--- config.mk ---
export PLATFORM = sky130hd
export DESIGN_NAME = tph_top
export DESIGN_NICKNAME = d
export VERILOG_FILES = /design/src/common/tph_pkg.sv /design/src/common/tph_chain_if.sv /design/src/rtl/tph_filter.sv /design/src/rtl/tph_peak.sv /design/src/rtl/tph_top.sv
export SDC_FILE = /design/constraint.sdc
export NUM_CORES = 2
export LEC_CHECK = 0
export ABC_AREA = 1
export BUFFER_PORTS_ARGS = -buffer_cell sky130_fd_sc_hd__buf_2
export CAP_MARGIN = 20
export CORE_AREA = 2 2 364 366
export DETAILED_ROUTE_END_ITERATION = 16
export DIE_AREA = 0 0 366 368
export PLACE_DENSITY = 0.61
export SETUP_SLACK_MARGIN = 0.02
export SYNTH_ARGS = -nofsm -noshare
export SYNTH_HDL_FRONTEND = slang
export SYNTH_SLANG_ARGS = --single-unit
--- constraint.sdc ---
create_clock -name clk_sys -period 51.7 [get_ports clk_sys]
set_input_delay 5.17 -clock clk_sys [delete_from_list [all_inputs] [get_ports clk_sys]]
set_output_delay 5.17 -clock clk_sys [all_outputs]
set_load 0.005 [all_outputs]
--- src/common/tph_pkg.sv ---
package tph_pkg;
    localparam int TPH_CLK_NS = 25;
    localparam int TPH_SAMPLE_NS = 1000000;
    localparam int TPH_TICK_CYC = (TPH_SAMPLE_NS + TPH_CLK_NS - 1) / TPH_CLK_NS;

    localparam logic [7:0] TPH_OFF_CTRL = 8'h00;
    localparam logic [7:0] TPH_OFF_CLEAR = 8'h04;
    localparam logic [7:0] TPH_OFF_TRANS = 8'h08;
    localparam logic [7:0] TPH_OFF_EMIS = 8'h0C;
    localparam logic [7:0] TPH_OFF_SWOFF = 8'h10;
    localparam logic [7:0] TPH_OFF_WARN = 8'h14;
    localparam logic [7:0] TPH_OFF_RANGE_LO = 8'h18;
    localparam logic [7:0] TPH_OFF_SUB_LO = 8'h1C;
    localparam logic [7:0] TPH_OFF_AO_GAIN = 8'h20;
    localparam logic [7:0] TPH_OFF_STATUS = 8'h24;
    localparam logic [7:0] TPH_OFF_AO = 8'h28;
    localparam logic [7:0] TPH_OFF_STRENGTH = 8'h2C;

    localparam int TPH_CTRL_SETTLE_LSB = 0;
    localparam int TPH_CTRL_MODE_LSB = 4;
    localparam int TPH_CTRL_LIVE_BIT = 8;
    localparam int TPH_CTRL_LOW21_BIT = 9;
    localparam int TPH_CTRL_MONO_BIT = 10;

    typedef enum logic [2:0] {
        TPH_CLR_OFF = 3'h0,
        TPH_CLR_TIMED = 3'h1,
        TPH_CLR_EXTERN = 3'h2,
        TPH_CLR_AUTO = 3'h3,
        TPH_CLR_HOLD = 3'h4
    } tph_clr_e;

    localparam logic [2:0] TPH_SETTLE_MIN = 3'h0;
    localparam logic [2:0] TPH_SETTLE_MAX = 3'h6;
    // Coefficients are 1-exp(-1ms/tau) in Q16, with tau the settle time over ln(10).
    localparam logic [16:0] TPH_COEF [8] = '{17'h10000, 17'h034BC, 17'h00B87, 17'h00259,
                                             17'h00097, 17'h00032, 17'h0000F, 17'h0000F};
    localparam logic [16:0] TPH_COEF_LOWSIG = 17'h07C9C;

    localparam logic [15:0] TPH_CLR_MIN = 16'h000A;
    localparam logic [15:0] TPH_CLR_MAX = 16'h61A8;
    localparam logic [15:0] TPH_CLR_RST = 16'h03E8;
    localparam logic [9:0] TPH_PM_FULL = 10'h3E8;
    localparam logic [9:0] TPH_TRANS_MIN = 10'h032;
    localparam logic [5:0] TPH_SWOFF_MIN = 6'h02;
    localparam logic [5:0] TPH_SWOFF_MAX = 6'h32;
    localparam logic [5:0] TPH_SWOFF_RST = 6'h0A;
    localparam logic [6:0] TPH_WARN_MAX = 7'h63;
    localparam logic [29:0] TPH_PCT_SCALE = 30'h00989680;
    localparam logic [15:0] TPH_AUTO_ABS = 16'h0002;
    localparam logic [15:0] TPH_AUTO_DIV = 16'h0064;
    localparam logic [15:0] TPH_AO_ZERO = 16'h0000;
    localparam logic [15:0] TPH_AO_LIVE = 16'h0FA0;
    localparam logic [15:0] TPH_AO_TOP = 16'h4E20;
    localparam logic [15:0] TPH_AO_UNDER = 16'h0F3C;
    localparam logic [15:0] TPH_AO_LOW = 16'h5208;
    localparam logic [15:0] TPH_GAIN_RST = 16'h0100;
endpackage

--- src/common/tph_chain_if.sv ---
`timescale 1ns/1ps
interface tph_chain_if
    import tph_pkg::*;
();
    logic tick;
    logic low_sig;
    logic contact;
    logic [2:0] settle;
    logic [15:0] raw;
    logic [15:0] filt;
    logic [15:0] clr_ms;
    logic [15:0] sub_lo;
    logic [15:0] peak;
    tph_clr_e mode;
    modport filt_mp (input tick, raw, low_sig, settle, output filt);
    modport peak_mp (input tick, filt, mode, clr_ms, sub_lo, contact, output peak);
    modport top_mp (output tick, raw, low_sig, settle, mode, clr_ms, sub_lo, contact,
                    input peak);
endinterface

--- src/rtl/tph_filter.sv ---
`timescale 1ns/1ps
module tph_filter
    import tph_pkg::*;
(
    input wire logic clk_sys,
    input wire logic reset,
    tph_chain_if.filt_mp ch
);
    logic [31:0] acc_r;
    logic [31:0] acc_nxt;
    logic [16:0] coef;
    logic signed [33:0] diff;
    logic signed [51:0] prod;

    // A weak signal in the min setting slows the filter so noise stays off the output.
    assign coef = (ch.settle == TPH_SETTLE_MIN && ch.low_sig) ? TPH_COEF_LOWSIG
                                                                : TPH_COEF[ch.settle];
    assign diff = $signed({2'b00, ch.raw, 16'h0000}) - $signed({2'b00, acc_r});
    assign prod = diff * $signed({1'b0, coef});
    assign acc_nxt = acc_r + prod[47:16];
    assign ch.filt = ch.tick ? acc_nxt[31:16] : acc_r[31:16];

    always_ff @(posedge clk_sys or posedge reset) begin
        if (reset) begin
            acc_r <= '0;
        end else if (ch.tick) begin
            acc_r <= acc_nxt;
        end
    end
endmodule

--- src/rtl/tph_peak.sv ---
`timescale 1ns/1ps
module tph_peak
    import tph_pkg::*;
(
    input wire logic clk_sys,
    input wire logic reset,
    tph_chain_if.peak_mp ch
);
    logic [15:0] mem_r [2];
    logic [15:0] mem_nxt [2];
    logic [15:0] peak_r;
    logic [15:0] peak_nxt;
    logic [15:0] shown;
    logic [15:0] cnt_r;
    logic [15:0] margin;
    logic [16:0] thr;
    logic sel_r;
    logic armed_r;
    logic pend_r;
    logic contact_q;
    logic closure;
    logic ext_clr;
    logic auto_clr;
    logic iv_end;
    logic restart;
    tph_clr_e mode_q;

    assign closure = ch.contact && !contact_q;
    assign ext_clr = ch.mode == TPH_CLR_EXTERN && (pend_r || closure);
    assign margin = (ch.sub_lo / TPH_AUTO_DIV > TPH_AUTO_ABS) ? ch.sub_lo / TPH_AUTO_DIV
                                                              : TPH_AUTO_ABS;
    assign thr = {1'b0, ch.sub_lo} + {1'b0, margin};
    assign auto_clr = ch.mode == TPH_CLR_AUTO && armed_r && {1'b0, ch.filt} > thr;
    assign iv_end = ch.mode == TPH_CLR_TIMED && cnt_r >= ch.clr_ms - 16'h0001;
    assign restart = ch.mode != mode_q;

    genvar i;
    generate
        for (i = 0; i < 2; i++) begin : g_mem
            logic wipe;
            // The memory not cleared last time is wiped, so the two alternate.
            assign wipe = restart || ext_clr || auto_clr || (iv_end && sel_r != 1'(i));
            assign mem_nxt[i] = (wipe || ch.filt > mem_r[i]) ? ch.filt : mem_r[i];
        end
    endgenerate

    assign shown = iv_end ? mem_nxt[sel_r] : mem_nxt[!sel_r];
    assign peak_nxt = (ch.mode == TPH_CLR_TIMED) ? shown :
                      (ch.mode == TPH_CLR_EXTERN || ch.mode == TPH_CLR_AUTO) ? mem_nxt[0] :
                      (ch.mode == TPH_CLR_HOLD && ch.contact) ? peak_r : ch.filt;
    assign ch.peak = peak_r;

    always_ff @(posedge clk_sys or posedge reset) begin
        if (reset) begin
            contact_q <= 1'b0;
            pend_r <= 1'b0;
        end else begin
            contact_q <= ch.contact;
            // A closure between samples waits for the next one instead of being lost.
            pend_r <= (closure || pend_r) && !ch.tick;
        end
    end

    always_ff @(posedge clk_sys or posedge reset) begin
        if (reset) begin
            mem_r <= '{16'h0000, 16'h0000};
            peak_r <= 16'h0000;
            mode_q <= TPH_CLR_OFF;
            sel_r <= 1'b0;
            cnt_r <= 16'h0000;
            armed_r <= 1'b0;
        end else if (ch.tick) begin
            mem_r <= mem_nxt;
            peak_r <= peak_nxt;
            mode_q <= ch.mode;
            sel_r <= sel_r ^ iv_end;
            cnt_r <= (iv_end || restart || ch.mode != TPH_CLR_TIMED) ? 16'h0000 : cnt_r + 16'h0001;
            armed_r <= (ch.filt <= ch.sub_lo) ? 1'b1 : (auto_clr ? 1'b0 : armed_r);
        end
    end
endmodule

--- src/rtl/tph_top.sv ---
`timescale 1ns/1ps
// How it works
// - Transmittance accepted from 5% to 100% per mille, used in single-wavelength mode.
// - A new measurement every millisecond updates the analog output.
// - Settle choices: min below 2 ms, adapting at low signal, or 10 ms to 10 s.
// - Filter coefficients make the settle time the 90% step response time.
// - The smoothing runs first and feeds the peak memory.
// - Peak storage is on in every clear mode except off and hold.
// - Off mode passes each new value through unheld.
// - Timed mode runs two memories, cleared alternately, showing the older one.
// - External mode clears its single memory on each contact closure.
// - Automatic mode holds one memory until a new hot object appears.
// - Automatic clear when above sub-range low by 1% or at least 2 degrees.
// - Hold mode freezes the reading while the contact stays closed.
// - Live-zero range drives 3.9 mA below the lower limit.
// - Zero or live-zero ranges; low-signal option drives 21 mA on weak signal.
// - Warning threshold 0 to 99% switches the relay on weak radiation.
// - Zero threshold disables warning and hands the contact to external clear.
// - Signal strength is emissivity times coverage, times transmission only in single-wavelength mode.
// - Weak signal reports one degree below the range start.
// - Switch-off level accepted from 2% to 50%, default 10%.
module tph_top
    import tph_pkg::*;
#(
    parameter int TICK_CYC = TPH_TICK_CYC
)
(
    input wire logic clk_sys,
    input wire logic reset,
    input wire logic [7:0] bus_addr,
    input wire logic [31:0] bus_wdata,
    input wire logic bus_wr,
    input wire logic bus_rd,
    output logic [31:0] bus_rdata,
    input wire logic [15:0] meas_temp,
    input wire logic [9:0] meas_cover,
    input wire logic contact_in,
    output logic [15:0] disp_temp,
    output logic [15:0] ao_ua,
    output logic relay_warn
);
    function automatic logic hit(input logic [7:0] a, input logic [7:0] off);
        return a == off;
    endfunction

    tph_chain_if ch ();

    tph_filter u_filter (
        .clk_sys(clk_sys),
        .reset(reset),
        .ch(ch.filt_mp)
    );

    tph_peak u_peak (
        .clk_sys(clk_sys),
        .reset(reset),
        .ch(ch.peak_mp)
    );

    logic [15:0] tick_cnt_r;
    logic tick_r;
    logic tick_d_r;
    logic [2:0] sync_r;
    logic contact_r;
    logic [2:0] settle_r;
    tph_clr_e mode_r;
    logic live_r;
    logic low21_r;
    logic mono_r;
    logic [15:0] clr_ms_r;
    logic [9:0] trans_r;
    logic [9:0] emis_r;
    logic [5:0] swoff_r;
    logic [6:0] warn_r;
    logic [15:0] range_lo_r;
    logic [15:0] sub_lo_r;
    logic [15:0] ao_gain_r;
    logic low_r;
    logic relay_r;
    logic [15:0] disp_r;
    logic [15:0] ao_r;
    logic [31:0] rdata_r;

    logic wr_ctrl;
    logic [2:0] wr_settle;
    logic [2:0] wr_mode;
    logic [9:0] wr_pm;
    logic [15:0] wr_half;
    logic [9:0] trans_eff;
    logic [19:0] et;
    logic [29:0] strength;
    logic [29:0] swoff_lim;
    logic [29:0] warn_lim;
    logic low_sig;
    logic warn_now;
    logic below;
    logic [15:0] delta;
    logic [31:0] scaled;
    logic [15:0] base;
    logic [24:0] lin;
    logic [15:0] ao_lin;
    logic [15:0] ao_nxt;
    logic [31:0] rd_val;

    always_ff @(posedge clk_sys or posedge reset) begin
        if (reset) begin
            tick_cnt_r <= 16'h0000;
            tick_r <= 1'b0;
            tick_d_r <= 1'b0;
        end else begin
            tick_cnt_r <= (tick_cnt_r == 16'(TICK_CYC - 1)) ? 16'h0000 : tick_cnt_r + 16'h0001;
            tick_r <= tick_cnt_r == 16'(TICK_CYC - 1);
            tick_d_r <= tick_r;
        end
    end

    // The contact bounces, so a level is taken only once two stages agree.
    always_ff @(posedge clk_sys or posedge reset) begin
        if (reset) begin
            sync_r <= 3'h0;
            contact_r <= 1'b0;
        end else begin
            sync_r <= {sync_r[1:0], contact_in};
            contact_r <= (sync_r[2] == sync_r[1]) ? sync_r[2] : contact_r;
        end
    end

    assign wr_ctrl = bus_wr && hit(bus_addr, TPH_OFF_CTRL);
    assign wr_settle = bus_wdata[TPH_CTRL_SETTLE_LSB +: 3];
    assign wr_mode = bus_wdata[TPH_CTRL_MODE_LSB +: 3];
    assign wr_pm = bus_wdata[9:0];
    assign wr_half = bus_wdata[15:0];

    // Out-of-range settings are ignored so the block never runs on an illegal value.
    always_ff @(posedge clk_sys or posedge reset) begin
        if (reset) begin
            settle_r <= TPH_SETTLE_MIN;
            mode_r <= TPH_CLR_OFF;
            live_r <= 1'b0;
            low21_r <= 1'b0;
            mono_r <= 1'b0;
            clr_ms_r <= TPH_CLR_RST;
            trans_r <= TPH_PM_FULL;
            emis_r <= TPH_PM_FULL;
            swoff_r <= TPH_SWOFF_RST;
            warn_r <= 7'h00;
            range_lo_r <= 16'h0000;
            sub_lo_r <= 16'h0000;
            ao_gain_r <= TPH_GAIN_RST;
        end else if (bus_wr) begin
            if (wr_ctrl && wr_settle <= TPH_SETTLE_MAX) begin
                settle_r <= wr_settle;
            end
            if (wr_ctrl && wr_mode <= TPH_CLR_HOLD) begin
                mode_r <= tph_clr_e'(wr_mode);
            end
            if (wr_ctrl) begin
                live_r <= bus_wdata[TPH_CTRL_LIVE_BIT];
                low21_r <= bus_wdata[TPH_CTRL_LOW21_BIT];
                mono_r <= bus_wdata[TPH_CTRL_MONO_BIT];
            end
            if (hit(bus_addr, TPH_OFF_CLEAR) && wr_half >= TPH_CLR_MIN
                && wr_half <= TPH_CLR_MAX) begin
                clr_ms_r <= wr_half;
            end
            if (hit(bus_addr, TPH_OFF_TRANS) && wr_pm >= TPH_TRANS_MIN
                && wr_pm <= TPH_PM_FULL) begin
                trans_r <= wr_pm;
            end
            if (hit(bus_addr, TPH_OFF_EMIS) && wr_pm <= TPH_PM_FULL) begin
                emis_r <= wr_pm;
            end
            if (hit(bus_addr, TPH_OFF_SWOFF) && bus_wdata[5:0] >= TPH_SWOFF_MIN
                && bus_wdata[5:0] <= TPH_SWOFF_MAX) begin
                swoff_r <= bus_wdata[5:0];
            end
            if (hit(bus_addr, TPH_OFF_WARN) && bus_wdata[6:0] <= TPH_WARN_MAX) begin
                warn_r <= bus_wdata[6:0];
            end
            if (hit(bus_addr, TPH_OFF_RANGE_LO)) begin
                range_lo_r <= wr_half;
            end
            if (hit(bus_addr, TPH_OFF_SUB_LO)) begin
                sub_lo_r <= wr_half;
            end
            if (hit(bus_addr, TPH_OFF_AO_GAIN)) begin
                ao_gain_r <= wr_half;
            end
        end
    end

    assign trans_eff = mono_r ? trans_r : TPH_PM_FULL;
    assign et = emis_r * trans_eff;
    assign strength = et * meas_cover;
    assign swoff_lim = swoff_r * TPH_PCT_SCALE;
    assign warn_lim = warn_r * TPH_PCT_SCALE;
    assign low_sig = strength < swoff_lim;
    assign warn_now = warn_r != 7'h00 && strength < warn_lim;

    assign ch.tick = tick_r;
    assign ch.low_sig = low_sig;
    assign ch.raw = low_sig ? range_lo_r - 16'h0001 : meas_temp;
    assign ch.settle = settle_r;
    assign ch.mode = mode_r;
    assign ch.clr_ms = clr_ms_r;
    assign ch.sub_lo = sub_lo_r;
    assign ch.contact = contact_r && warn_r == 7'h00;

    assign below = ch.peak < sub_lo_r;
    assign delta = ch.peak - sub_lo_r;
    assign scaled = delta * ao_gain_r;
    assign base = live_r ? TPH_AO_LIVE : TPH_AO_ZERO;
    assign lin = {9'h000, base} + {1'b0, scaled[31:8]};
    assign ao_lin = (lin > {9'h000, TPH_AO_TOP}) ? TPH_AO_TOP : lin[15:0];
    // The output stage runs one cycle behind the peak so display and current show one sample.
    assign ao_nxt = (low21_r && low_r) ? TPH_AO_LOW :
                    !below ? ao_lin :
                    live_r ? TPH_AO_UNDER : TPH_AO_ZERO;

    always_ff @(posedge clk_sys or posedge reset) begin
        if (reset) begin
            low_r <= 1'b0;
            relay_r <= 1'b0;
            disp_r <= 16'h0000;
            ao_r <= TPH_AO_ZERO;
        end else begin
            if (tick_r) begin
                low_r <= low_sig;
                relay_r <= warn_now;
            end
            if (tick_d_r) begin
                disp_r <= ch.peak;
                ao_r <= ao_nxt;
            end
        end
    end

    assign rd_val = hit(bus_addr, TPH_OFF_CTRL) ? {21'h000000, mono_r, low21_r, live_r, 1'b0,
                                                   mode_r, 1'b0, settle_r} :
                    hit(bus_addr, TPH_OFF_CLEAR) ? {16'h0000, clr_ms_r} :
                    hit(bus_addr, TPH_OFF_TRANS) ? {22'h000000, trans_r} :
                    hit(bus_addr, TPH_OFF_EMIS) ? {22'h000000, emis_r} :
                    hit(bus_addr, TPH_OFF_SWOFF) ? {26'h0000000, swoff_r} :
                    hit(bus_addr, TPH_OFF_WARN) ? {25'h0000000, warn_r} :
                    hit(bus_addr, TPH_OFF_RANGE_LO) ? {16'h0000, range_lo_r} :
                    hit(bus_addr, TPH_OFF_SUB_LO) ? {16'h0000, sub_lo_r} :
                    hit(bus_addr, TPH_OFF_AO_GAIN) ? {16'h0000, ao_gain_r} :
                    hit(bus_addr, TPH_OFF_STATUS) ? {13'h0000, contact_r, relay_r, low_r, disp_r} :
                    hit(bus_addr, TPH_OFF_AO) ? {16'h0000, ao_r} :
                    hit(bus_addr, TPH_OFF_STRENGTH) ? {2'b00, strength} : 32'h00000000;

    always_ff @(posedge clk_sys or posedge reset) begin
        if (reset) begin
            rdata_r <= 32'h00000000;
        end else begin
            rdata_r <= bus_rd ? rd_val : 32'h00000000;
        end
    end

    assign bus_rdata = rdata_r;
    assign disp_temp = disp_r;
    assign ao_ua = ao_r;
    assign relay_warn = relay_r;
endmodule

==> results.md <==
* Post-synthesis mux area share at 0%
* CTS Root Cell: clkbuf_16
* Post-synth top flop: dfrtp_1
* DRC violations left at 0
* Core region area at 130,800 µm²
* WP data required at about 52 ns
* Sink Count at between 200 and 300
* Top Ports at around 140
* GRT Util Overall at 26.07%
* CTS buffer count at 40
* Final hold violation count at 0
* Status: finished, final reports clean
* CTS Hold Buffers Added at 0
* Via count at around 48,000
* Critical Path Fanout Max at 42
* DP HPWL at around 140 mm
* Clk_skew at 0.04468 ns
* Initial DRC count at between 3,000 and 4,000
* CTS clk-pin slew, worst paths at 0.06 ns
* Row count at about 130
* Ys async rst share at 100.0%
* Number of global-route vias before repair at between 40,000 and 50,000
* Most frequent CP cell: nand2_1
* Crit-path leading delay family: adder cells
* Initial Util at between 40% and 50%
* Startpoint Class: primary input
* Die width at ~370 µm
* Die area at around 130,000 µm²
* Synth Instances at around 7,400
* I/O Buffers at 117
* Max stage delay on crit path at between 0.6 and 0.7 ns
* Xor and xnor area share after synthesis at roughly 4.1%
* Initial antenna violation count at 19
* Simple-gate share of the synthesized area at 16.79%
* Final setup TNS at 0 ns
* Capturing element type of the critical path: flip-flop
* GPL Wtd Cong at around 0.94
* Synthesis Warnings at 0
* Post CTS Setup Buffer Count at 0
* Number of max-cap violations at 0
* Synthesized cell area at roughly 58,000 µm²
* Clock period minus worst slack at about 28 ns
* Final Cycle Share at a little over half
* Hold WC Path Type: flip-flop to flip-flop
* CP Class: primary input to flip-flop
* R2R Setup Slk at around 24 ns
* Synth Register Bits at 295
* First-pass GRT wire length at approximately 280 mm
* Share of cells above drive strength 1 at under 10%
* Final Setup Violations at 0
* Largest family of logic cells by synthesized area: adder cells
* RSZ-0062 raised after global routing: false
* Slew Viols, Final at 0
* Average via count per standard cell at approximately 5.2
* Fmax at approximately 0.036 GHz
* Latest clock arrival within the worst-skew pair at between 0.6 and 0.7 ns
* Worst slew pin tran at approximately 1.1 ns
* Critical Path AT at 28.01 ns
* Die height at 368 µm
* Mean Syn Cell Area at about 7.9 µm²
* WL/cell at 18.72 µm
* Final ANT Viol Nets at 0
* Detailed-route wire length at between 150 and 200 mm
* Syn-to-layout area delta at 6.867%
* Share of the yosys chip area belonging to registers at between 10 and 15%
* Synth cell types at 73
* Post-Synth Adder-Cell Area at 45.06%
* Register Area at approximately 7400 µm²
* Slew HR at around a quarter
* Layout net count at 9,031
* Worst Path Buf+Inv at 19
* Post-CTS Resized at 0
* Multi-input gate area at 43,690 µm²
* Compound-Gate Fraction of Synth Area at 8.884%
* Aggregate global routing overflow at 0
* Worst path slowest cell: nand2_1
* DRT Pass-1 Iters at 8
* CTS tree: yes
* Largest net degree at the start of global routing at between 100 and 150
* Post-synth EDFFs at 0
* Clock Path Buffers at 3
* H-tree levels at 2
* FILL cells at 12,950
-- cell usage after synthesis, types with 21 or more instances --
cell type,count,share of area [%]
a21o_1,21,0.27
a21oi_1,321,2.8
clkbuf_1,162,1.0
clkinv_1,24,0.15
dfrtp_1,274,12
dfstp_2,21,0.95
fa_1,906,31
ha_1,652,14
inv_1,1716,11
nand2_1,1372,8.8
nand2_2,28,0.30
nand3_1,136,1.2
nand4_1,39,0.42
nor2_1,639,4.1
nor3_1,63,0.54
o211ai_1,34,0.44
o21ai_0,365,3.1
o21bai_1,30,0.39
or2_2,35,0.38
xnor2_1,86,1.3
xor2_1,185,2.8
-- flip-flops by register name, summed over array words and instances (netlist names), 3 cells and up --
register        cells
ch.mode             3
disp_temp          16
ch.sub_lo          16
ao_ua              16
swoff_r             6
u_filter.acc_r     32
ch.clr_ms          16
ch.settle           3
trans_r            10
range_lo_r         16
ao_gain_r          16
u_peak.ch.peak     16
tick_cnt_r         16
emis_r             10
u_peak.cnt_r       16
bus_rdata          30
sync_r              3
u_peak.mode_q       3
warn_r              7
u_peak.mem_r       32
-- final cells by class --
| cell class | instances | share of cell area, % |
|---|---|---|
| flip-flops and latches | 295 | 11.88 |
| repair buffers | 179 | 1.681 |
| clock inverters | 24 | 0.6017 |
| inverters | 1756 | 10.59 |
| well taps | 1755 | 3.520 |
| diodes | 3 | 0.01203 |
| multi-input cells | 5130 | 70.02 |
| clock buffers | 50 | 1.697 |
-- worst reg2reg max path, delay by kind of cell (launching register included) --
kind	cells	cell delay [ns]
flip-flops	1	0.48
AO/OA/AOI/OAI	32	6.72
buffers and inverters	20	3.94
XOR/XNOR	3	0.77
AND/OR/NAND/NOR	42	5.35
adder cells (fa/ha/maj)	22	10.18
-- through the flow --
step / cell area (µm²) / hold WS (ns) / instances / util [%] / worst slack, ns
finish: 62390 / 0.3554 / 9192 / 47.70 / 24.19
global route: 62380 / 0.3600 / 9189 / 47.69 / 22.00
CTS: 62370 / 0.3649 / 9187 / 47.68 / 24.29
detailed placement: 60930 / 0.3562 / 9113 / 46.59 / 23.75
global placement: 60930 / 0.3386 / 9113 / 46.59 / 24.01
floorplan: 58380 / 0.3312 / 7363 / - / 28.36
-- worst paths after layout --
kind,from,cells after the start,to
setup / recovery,meas_cover[3],110,u_peak.ch.peak[11]$_DFFE_PP0P_
max in group asynchronous,reset,5,bus_rdata[19]$_DFF_PP0_
setup reg to reg,mono_r$_DFFE_PP0P_,119,u_peak.ch.peak[11]$_DFFE_PP0P_
hold / removal,sync_r[0]$_DFF_PP0_,0,sync_r[1]$_DFF_PP0_
hold reg to reg,sync_r[0]$_DFF_PP0_,0,sync_r[1]$_DFF_PP0_
min in group asynchronous,reset,2,u_filter.acc_r[12]$_DFFE_PP0P_
-- cells by family (layout without fill, tap and decap cells) --
group	after synthesis	after routing
buf+inv	1938	2009
flops	295	295
fa+ha+maj	1559	1559
other cells	1	5
compound gates	915	915
simple gates	2383	2383
xor+xnor	271	271
-- layout by cell type (no fill, tap or decap), types with 34 or more instances in the layout --
cell,synthesis,routed
fa_1,906,906
xnor2_1,86,86
or2_2,35,35
clkbuf_16,0,40
o211ai_1,34,34
dfrtp_1,274,273
nor2_1,639,639
nand4_1,39,39
inv_1,1716,1714
buf_4,2,61
xor2_1,185,185
a21oi_1,321,321
nor3_1,63,62
ha_1,652,652
nand3_1,136,136
buf_2,2,118
nand2_1,1372,1370
o21ai_0,365,365
-- metal layers --
layer | global-route usage (%) | wire [µm] | vias up
met4 | 7.898 | 5710 | 12
met2 | 41.17 | 77550 | 1566
met1 | 36.93 | 76260 | 23690
met3 | 3.980 | 12440 | 280
li1 | - | - | 22520
met5 | 0 | 72 | -
Power is not shown: default switching activity piles up to over one toggle a cycle in this logic, so the estimate is an artifact.
